## src/include/fhr_consts.svh

```systemverilog
// Purpose: Offsets, field positions, widths and reset values of the host register slice.
// Assumes: 5-bit address, 8-bit data processor bus.
// Notes: Definitions only.
`ifndef FHR_CONSTS_SVH
`define FHR_CONSTS_SVH
`define FHR_ADDR_W 5
`define FHR_DATA_W 8
`define FHR_RD_DEC_OUT 5'h00
`define FHR_WR_DEC_CTRL1 5'h02
`define FHR_WR_PERIOD_LOW 5'h0a
`define FHR_WR_PERIOD_MID 5'h0b
`define FHR_WR_PERIOD_HIGH 5'h0c
`define FHR_WR_UNUSED_0D 5'h0d
`define FHR_WR_DEC_IN_CLK 5'h0e
`define FHR_WR_DEC_OUT_CLK 5'h0f
`define FHR_WR_UNUSED_10 5'h10
`define FHR_WR_ENC_IN_CLK 5'h11
`define FHR_WR_ENC_OUT_CLK 5'h12
`define FHR_WR_UNUSED_13 5'h13
`define FHR_WR_UNUSED_14 5'h14
`define FHR_WR_RSVD_A 5'h15
`define FHR_WR_RSVD_B 5'h16
`define FHR_WR_NORM_TEST 5'h17
`define FHR_WR_ERR_TEST 5'h18
`define FHR_BIT_RATE_THIRD 4
`define FHR_BIT_DATA 0
`define FHR_BIT_ERR0 1
`define FHR_BIT_ERR1 2
`define FHR_BIT_ERR2_ERASE1 3
`define FHR_BIT_ERASE_COMB 5
`define FHR_PERIOD_W 24
`define FHR_ERASE_DELAY 4
`define FHR_RESET_BYTE 8'h00
`define FHR_RESET_PERIOD 24'h000000
`endif

```

## src/include/fhr_pkg.sv

```systemverilog
// Purpose: Types shared by the host register slice.
// Assumes: Constants come from fhr_consts.svh.
// Notes: Types only.
package fhr_pkg;
  typedef enum logic [3:0] {
    FHR_CLK_DEC_IN = 4'h1,
    FHR_CLK_DEC_OUT = 4'h2,
    FHR_CLK_ENC_IN = 4'h4,
    FHR_CLK_ENC_OUT = 4'h8
  } fhr_clk_sel_type;
endpackage

```

## src/hw/fhr_host_regs.sv

```systemverilog
// Purpose: Processor register slice: error-rate period, clock strobes, test enables, decoder output read.
// Assumes: Bus pins synchronous to clk; core supplies error flags and erasures per decoded bit.
// Notes: Erasure delay line length is a fixed constant matching the core latency.
// Contract
// - Addresses 0Dh,10h,13h,14h have no function
// - Read bit 1 flags first stream errors
// - Read bit 2 flags second stream errors
// - Rate third: bit 3 flags third stream
// - Otherwise bit 3 gives delayed second erasure
// - Rate third: bit 5 ORs delayed erasures
// - Otherwise bit 5 gives delayed first erasure
// - Control bit 4 selects rate third
`timescale 1ns/10ps
`include "fhr_consts.svh"
module fhr_host_regs (
  // Clock and reset
  input wire logic clk,
  input wire logic resetn,
  // Processor bus
  input wire logic [`FHR_ADDR_W-1:0] bus_addr,
  input wire logic [`FHR_DATA_W-1:0] bus_wdata,
  input wire logic bus_cs_n,
  input wire logic bus_wr_n,
  input wire logic bus_rd_n,
  output logic [`FHR_DATA_W-1:0] bus_rdata,
  // Decoder core side
  input wire logic decoded_bit_out,
  input wire logic bit_strobe,
  input wire logic first_stream_error_flag,
  input wire logic second_stream_error_flag,
  input wire logic third_stream_error_flag,
  input wire logic first_stream_erasure_in,
  input wire logic second_stream_erasure_in,
  input wire logic third_stream_erasure_in,
  input wire logic erasure_strobe,
  // Configuration out
  output logic [`FHR_PERIOD_W-1:0] error_rate_period,
  output logic [`FHR_DATA_W-1:0] normalization_test_enable,
  output logic [`FHR_DATA_W-1:0] error_rate_test_enable,
  output logic rate_third,
  output logic [3:0] host_clock_pulse
);
  logic wr_en;
  logic [`FHR_PERIOD_W-1:0] period_reg, period_next;
  logic [`FHR_DATA_W-1:0] ntest_reg, ntest_next, etest_reg, etest_next;
  logic rate_reg, rate_next;
  logic [3:0] pulse_reg, pulse_next;
  logic [`FHR_DATA_W-1:0] rdata_reg, rdata_next;
  logic [2:0] erase_in, erase_d;
  logic erase0_d, erase1_d, erase2_d;

  assign wr_en = !bus_cs_n && !bus_wr_n;
  assign erase_in = {third_stream_erasure_in, second_stream_erasure_in, first_stream_erasure_in};
  assign erase0_d = erase_d[0];
  assign erase1_d = erase_d[1];
  assign erase2_d = erase_d[2];

  always_comb begin
    period_next = period_reg;
    ntest_next = ntest_reg;
    etest_next = etest_reg;
    rate_next = rate_reg;
    pulse_next = 4'h0;
    if (wr_en) begin
      case (bus_addr)
        `FHR_WR_DEC_CTRL1: rate_next = bus_wdata[`FHR_BIT_RATE_THIRD];
        `FHR_WR_PERIOD_LOW: period_next[7:0] = bus_wdata;
        `FHR_WR_PERIOD_MID: period_next[15:8] = bus_wdata;
        `FHR_WR_PERIOD_HIGH: period_next[23:16] = bus_wdata;
        `FHR_WR_DEC_IN_CLK: pulse_next = fhr_pkg::FHR_CLK_DEC_IN;
        `FHR_WR_DEC_OUT_CLK: pulse_next = fhr_pkg::FHR_CLK_DEC_OUT;
        `FHR_WR_ENC_IN_CLK: pulse_next = fhr_pkg::FHR_CLK_ENC_IN;
        `FHR_WR_ENC_OUT_CLK: pulse_next = fhr_pkg::FHR_CLK_ENC_OUT;
        `FHR_WR_NORM_TEST: ntest_next = bus_wdata;
        `FHR_WR_ERR_TEST: etest_next = bus_wdata;
        // Unused and reserved addresses take the write with no effect
        default: begin
          period_next = period_reg;
        end
      endcase
    end
  end

  always_ff @(posedge clk) begin
    if (!resetn) begin
      period_reg <= `FHR_RESET_PERIOD;
      ntest_reg <= `FHR_RESET_BYTE;
      etest_reg <= `FHR_RESET_BYTE;
      rate_reg <= 1'b0;
      pulse_reg <= 4'h0;
    end else begin
      period_reg <= period_next;
      ntest_reg <= ntest_next;
      etest_reg <= etest_next;
      rate_reg <= rate_next;
      pulse_reg <= pulse_next;
    end
  end

  // Erasures ride a shift line advanced on each erasure strobe so they meet the matching error flags
  generate
    for (genvar s = 0; s < 3; s++) begin : g_erase
      logic [`FHR_ERASE_DELAY-1:0] dly_reg, dly_next;
      always_comb begin
        dly_next = dly_reg;
        if (erasure_strobe) begin
          dly_next = {dly_reg[`FHR_ERASE_DELAY-2:0], erase_in[s]};
        end
      end
      always_ff @(posedge clk) begin
        if (!resetn) begin
          dly_reg <= '0;
        end else begin
          dly_reg <= dly_next;
        end
      end
      assign erase_d[s] = dly_reg[`FHR_ERASE_DELAY-1];
    end
  endgenerate

  // Read data is held between strobes so the host sees a stable byte
  always_comb begin
    rdata_next = rdata_reg;
    if (bit_strobe) begin
      rdata_next = 8'h00;
      rdata_next[`FHR_BIT_DATA] = decoded_bit_out;
      rdata_next[`FHR_BIT_ERR0] = first_stream_error_flag;
      rdata_next[`FHR_BIT_ERR1] = second_stream_error_flag;
      rdata_next[`FHR_BIT_ERR2_ERASE1] = rate_reg ? third_stream_error_flag : erase1_d;
      rdata_next[`FHR_BIT_ERASE_COMB] = rate_reg ? (erase0_d | erase1_d | erase2_d) : erase0_d;
    end
  end

  always_ff @(posedge clk) begin
    if (!resetn) begin
      rdata_reg <= `FHR_RESET_BYTE;
    end else begin
      rdata_reg <= rdata_next;
    end
  end

  // Only one read register lives in this slice; other addresses read zero
  always_ff @(posedge clk) begin
    if (!resetn) begin
      bus_rdata <= `FHR_RESET_BYTE;
    end else if (!bus_cs_n && !bus_rd_n && bus_addr == `FHR_RD_DEC_OUT) begin
      bus_rdata <= rdata_next;
    end else begin
      bus_rdata <= `FHR_RESET_BYTE;
    end
  end

  always_ff @(posedge clk) begin
    if (!resetn) begin
      error_rate_period <= `FHR_RESET_PERIOD;
      normalization_test_enable <= `FHR_RESET_BYTE;
      error_rate_test_enable <= `FHR_RESET_BYTE;
      rate_third <= 1'b0;
      host_clock_pulse <= 4'h0;
    end else begin
      error_rate_period <= period_next;
      normalization_test_enable <= ntest_next;
      error_rate_test_enable <= etest_next;
      rate_third <= rate_next;
      host_clock_pulse <= pulse_next;
    end
  end

  chk_period_low_load: assert property (@(posedge clk) disable iff (!resetn)
    wr_en && bus_addr == `FHR_WR_PERIOD_LOW |=> error_rate_period[7:0] == $past(bus_wdata))
    else $error("period low byte not loaded");
  chk_period_high_load: assert property (@(posedge clk) disable iff (!resetn)
    wr_en && bus_addr == `FHR_WR_PERIOD_HIGH |=> error_rate_period[23:16] == $past(bus_wdata)
      && $stable(error_rate_period[15:0]))
    else $error("period high byte not loaded");
  chk_unused_no_effect: assert property (@(posedge clk) disable iff (!resetn)
    wr_en && (bus_addr == `FHR_WR_UNUSED_0D || bus_addr == `FHR_WR_RSVD_A)
      |=> $stable(error_rate_period) && host_clock_pulse == 4'h0)
    else $error("unused address changed state");
  chk_clock_single_pulse: assert property (@(posedge clk) disable iff (!resetn)
    wr_en && bus_addr == `FHR_WR_DEC_IN_CLK ##1 !wr_en |=> host_clock_pulse == 4'h0)
    else $error("clock event longer than one cycle");
  chk_clock_pulse_sel: assert property (@(posedge clk) disable iff (!resetn)
    wr_en && bus_addr == `FHR_WR_ENC_OUT_CLK |=> host_clock_pulse == 4'h8)
    else $error("encoder output clock event missing");
  chk_err0_flag: assert property (@(posedge clk) disable iff (!resetn)
    bit_strobe |=> rdata_reg[1] == $past(first_stream_error_flag) && rdata_reg[0] == $past(decoded_bit_out))
    else $error("first stream error flag wrong");
  chk_err1_flag: assert property (@(posedge clk) disable iff (!resetn)
    bit_strobe |=> rdata_reg[2] == $past(second_stream_error_flag))
    else $error("second stream error flag wrong");
  chk_bit3_mux: assert property (@(posedge clk) disable iff (!resetn)
    bit_strobe |=> rdata_reg[3] == ($past(rate_reg) ? $past(third_stream_error_flag) : $past(erase1_d)))
    else $error("bit 3 selection wrong");
  chk_bit5_mux: assert property (@(posedge clk) disable iff (!resetn)
    bit_strobe |=> rdata_reg[5] == ($past(rate_reg) ? $past(erase0_d | erase1_d | erase2_d) : $past(erase0_d)))
    else $error("bit 5 selection wrong");
  chk_reserved_zero: assert property (@(posedge clk) disable iff (!resetn)
    bus_rdata[4] == 1'b0 && bus_rdata[7:6] == 2'b00)
    else $error("reserved read bits set");
  chk_rate_select: assert property (@(posedge clk) disable iff (!resetn)
    wr_en && bus_addr == `FHR_WR_DEC_CTRL1 |=> rate_third == $past(bus_wdata[4]))
    else $error("rate third not taken");
  chk_period_mid_load: assert property (@(posedge clk) disable iff (!resetn)
    wr_en && bus_addr == `FHR_WR_PERIOD_MID |=> error_rate_period[15:8] == $past(bus_wdata))
    else $error("period middle byte not loaded");
  chk_read_path: assert property (@(posedge clk) disable iff (!resetn)
    !bus_cs_n && !bus_rd_n && bus_addr == `FHR_RD_DEC_OUT |=> bus_rdata == rdata_reg)
    else $error("read byte differs from held byte");
  chk_read_other_zero: assert property (@(posedge clk) disable iff (!resetn)
    !(!bus_cs_n && !bus_rd_n && bus_addr == `FHR_RD_DEC_OUT) |=> bus_rdata == 8'h00)
    else $error("read data not zero outside a read");
  chk_pulse_idle: assert property (@(posedge clk) disable iff (!resetn)
    !wr_en |=> host_clock_pulse == 4'h0)
    else $error("clock event without a write");
endmodule // fhr_host_regs

```

## config.mk

```make
export PLATFORM = sky130hd
export DESIGN_NAME = fhr_host_regs
export DESIGN_NICKNAME = d
export VERILOG_FILES = /design/src/include/fhr_pkg.sv /design/src/hw/fhr_host_regs.sv
export VERILOG_INCLUDE_DIRS = /design/src /design/src/include
export SDC_FILE = /design/constraint.sdc
export NUM_CORES = 1
export LEC_CHECK = 0
export BUFFER_PORTS_ARGS = -buffer_cell sky130_fd_sc_hd__buf_2
export CORE_MARGIN = 2
export CORE_UTILIZATION = 50
export CTS_CLUSTER_SIZE = 12
export DETAILED_ROUTE_END_ITERATION = 8
export HOLD_SLACK_MARGIN = 0.05
export PLACE_DENSITY = 0.88
export REMOVE_ABC_BUFFERS = 1
export SYNTH_ARGS = -nofsm -noshare
export SYNTH_HDL_FRONTEND = slang
export SYNTH_SLANG_ARGS = --single-unit
```

## constraint.sdc

```tcl
create_clock -name clk -period 1.61 [get_ports clk]
set_clock_uncertainty 0.15 [all_clocks]
set_input_delay 0.2415 -clock clk [delete_from_list [all_inputs] [get_ports clk]]
set_output_delay 0.2415 -clock clk [all_outputs]
set_load 0.01 [all_outputs]
```

==> results.txt <==
The total power density per cell area came out at 1010 mW/mm2. The tree is rooted in a sky130_fd_sc_hd__clkbuf_8. The clock insertion delay at the later pin of the skew report is approximately 0.34 ns.

The xor and xnor fraction of the mapped netlist area came out at 0%. The die covers 0.00593 mm2. The quantity of gates resized following cts came out at 0.

The worst slack after detailed placement is roughly 0.066 ns. During synthesis, Yosys emitted a total of 0 warnings. The cell area that synthesis handed to floorplanning was 0.00267 mm2. The final HPWL from detailed placement came out at 3810 um. The number of distinct library cells after synthesis is 26. The most used flip-flop cell after synthesis is sky130_fd_sc_hd__dfxtp_1. The setup total negative slack came out at 0 ns.

The worst slew margin relative to its limit came out at about 74%. The multiplexer fraction of the synthesized cell area came out at 21.8%. Summed over its instances, the top area cell type makes up 54.8% of the synthesized netlist area. After detailed routing, the total wire length is between 5000 and 6000 um.

The flow ran to the end, and the final reports show no timing, DRC or antenna violations. Summing the areas of all fa, ha and maj instances in the mapped netlist gives 0% of the synthesized area. The kind of cell with the highest combined delay along the critical path is flip-flops.

The cell accounting for the most synthesized area is sky130_fd_sc_hd__dfxtp_1. The via count of the first global-routing pass was 2005. The worst-margin pin slew is 0.390 ns.

After synthesis, flip-flops and latches occupy 54.8% of the total area. The horizontal die dimension came out at 77.0 um. The vertical extent of the die is 77.0 um. The leakage power total is 1.77 nW. The maximum root-to-sink buffer count is 2. The average footprint of a synthesized cell came out at 10.9 um2.

The global-route wire length before repair is 9580 um. The timing-limited maximum frequency came out at 776 MHz. The worst endpoint required time came out at 1.22 ns. The commonest cells after synthesis are sky130_fd_sc_hd__dfxtp_1 (73), sky130_fd_sc_hd__mux2i_1 (57), sky130_fd_sc_hd__nand2_1 (51), sky130_fd_sc_hd__nor2b_1 (17), sky130_fd_sc_hd__nor2_1 (10). The data arrival time at the worst-slack endpoint is about 0.90 ns. The slowest stage of the critical path belongs to the cell sky130_fd_sc_hd__dfxtp_1. The endpoint class of the critical path is a primary output. By area, the combinational part of the netlist is dominated by multiplexers.

The number of max-capacitance violations reported came out at 0. After synthesis, the share of flip-flops with an asynchronous set or reset is 0%. The shortest period the worst path allows is 1.29 ns. The start-to-end type of the worst setup path is reg -> out. The number of buffers and inverters on the critical path is 1. In the routed design, unresolved DRC markers number 0. The pin count of the biggest net entering global routing is 44. The filler cells instantiated in the layout total approximately 440. The nature of the critical path startpoint is a register. Row generation in the floorplan step produced 26 rows. The starting utilization of the core area came out at 51.9%.

The maximum level of the CTS H-tree is 3. The final critical-path share of the clock period is 80.1%. After detailed routing, the average wire length per cell comes to 13.8 um.

The remaining global-route overflow came out at 0. The first routing iteration left 80 violations. The total via count after detailed routing is just over 2000.

The clock transition time at the flip-flop clock pins of the worst setup and hold paths is 0.07 ns. The number of antenna violations at the first check in global routing is 0. TritonCTS built the clock tree. The number of sinks handled by clock tree synthesis came out at 73. The number of failing hold endpoints at the final stage is 0. The flip-flop and latch count after synthesis is 73. In this design, the stage delay of the slowest critical-path cell is 0.40 ns. In the final layout, the multi-input gates occupy 0.00115 mm2.

Using the TritonRoute via totals, the vias-per-cell ratio works out to around 4.9. The total global-route track usage is 20.8%. The number of flops mapped to enable cells by yosys is 0. Among all cell types in the netlist, the one instantiated most often is sky130_fd_sc_hd__dfxtp_1. The final count of pins violating max slew came out at 0. Setup repair after global routing left no endpoint under its margin. In this run the remaining antenna-violating nets after routing total 0. The post-layout net count came out at 364. The area growth from synthesis to layout is 28.9%. The count of buffers from port buffering is 79. The count of boundary I/O pins is 80.

The cell count after synthesis came out at approximately 250. The share of the synthesized area in compound gates (AO/OA/AOI/OAI) is less than 1%. The final number of setup-violating endpoints is 0.

The weighted congestion at the end of routability-driven global placement came out at about 0.82. The register with the most flip-flops in the layout has 24 of them. The worst hold path belongs to the class in -> reg. The number of optimization iterations in the first detailed-route pass came out at 4. Traced cell by cell, the critical path runs through buf_2.

The final setup slack of the worst path came out at 0.321 ns. The number of diodes added for antenna fixing came out at 0. Across the whole layout, storage elements account for ~0.0015 mm2.

The simple-gate share of the synthesized area is 21.1%. The number of buffers added by the clock tree synthesis step is 9. The layout cell share with drive strength beyond 1 is 31.9%.

The maximum resistive drop on vdd came out at 625 uV. The area of the placeable core is 0.00514 mm2. The final standard cell utilization of the core came out at 66.8%.

By area the synthesized netlist is led by sky130_fd_sc_hd__dfxtp_1 (55%), sky130_fd_sc_hd__mux2i_1 (21%), sky130_fd_sc_hd__nand2_1 (7.2%). Of all nets on the critical path, the largest fanout is 4.
==> layout by cell type (no fill, tap or decap), types with 2 or more instances in the layout <==
master	instances
sky130_fd_sc_hd__and3b_1	4
sky130_fd_sc_hd__buf_2	79
sky130_fd_sc_hd__buf_4	5
sky130_fd_sc_hd__clkbuf_8	11
sky130_fd_sc_hd__clkinv_2	3
sky130_fd_sc_hd__dfxtp_1	73
sky130_fd_sc_hd__dlygate4sd3_1	8
sky130_fd_sc_hd__mux2i_1	57
sky130_fd_sc_hd__nand2_1	51
sky130_fd_sc_hd__nor2_1	10
sky130_fd_sc_hd__nor2b_1	17
sky130_fd_sc_hd__nor3b_1	5
sky130_fd_sc_hd__nor3b_2	2
==> where the power goes <==
part / internal [mW] / leakage [nW] / total [mW] / switching [mW]
combinational: 0.0864 / 1.07 / 0.193 / 0.106
clock: 0.794 / 0.109 / 1.44 / 0.649
sequential: 1.82 / 0.590 / 1.83 / 0.00805
==> metrics by stage <==
stage                     power, mW  hold slack, ns  cell area [um2]  instances
final                          3.47          0.0803             3440        412
after global routing           3.60          0.0978             3440        412
after CTS                      3.50          0.0638             3440        412
after detailed placement       2.05           0.298             3150        388
after global placement         2.05           0.290             3150        388
after floorplan                1.95           0.167             2610        233
==> timing repair <==
item,4_1_cts,5_1_grt
hold buffers,8,0
setup buffers,0,0
hold endpoints to repair,11,0
==> metal layers <==
layer,routed length [um],part of all wire (%),global-route usage (%)
met4,112,2.0,10.7
met2,2650,47,32.6
met1,2490,44,25.7
met5,0,0,0
met3,412,7.3,6.47
==> final cells by class <==
cell class / instances / share of cell area [%]
sequential: 73 / 42.5
multi-input combinational: 160 / 33.4
timing repair buffer: 93 / 15.5
clock buffer: 11 / 4.41
tap: 70 / 2.55
clock inverter: 5 / 1.57
==> path summary, 6_finish.rpt <==
path | start | end | slack (ns) | depth (start not counted)
worst max-delay path | rate_third | rate_third | 0.32 | 1
worst min-delay path | bus_addr[3] | host_clock_pulse[1] | 0.08 | 3
worst max register to register | rate_third | rdata_reg[3] | 0.37 | 3
worst min register to register | normalization_test_enable[6] | normalization_test_enable[6] | 0.31 | 2
==> cells by family after synthesis <==
group / Yosys count
compound gates: 1
buf+inv: 12
flops: 73
mux: 58
simple gates: 101
Power figures use the tool's default switching activity.
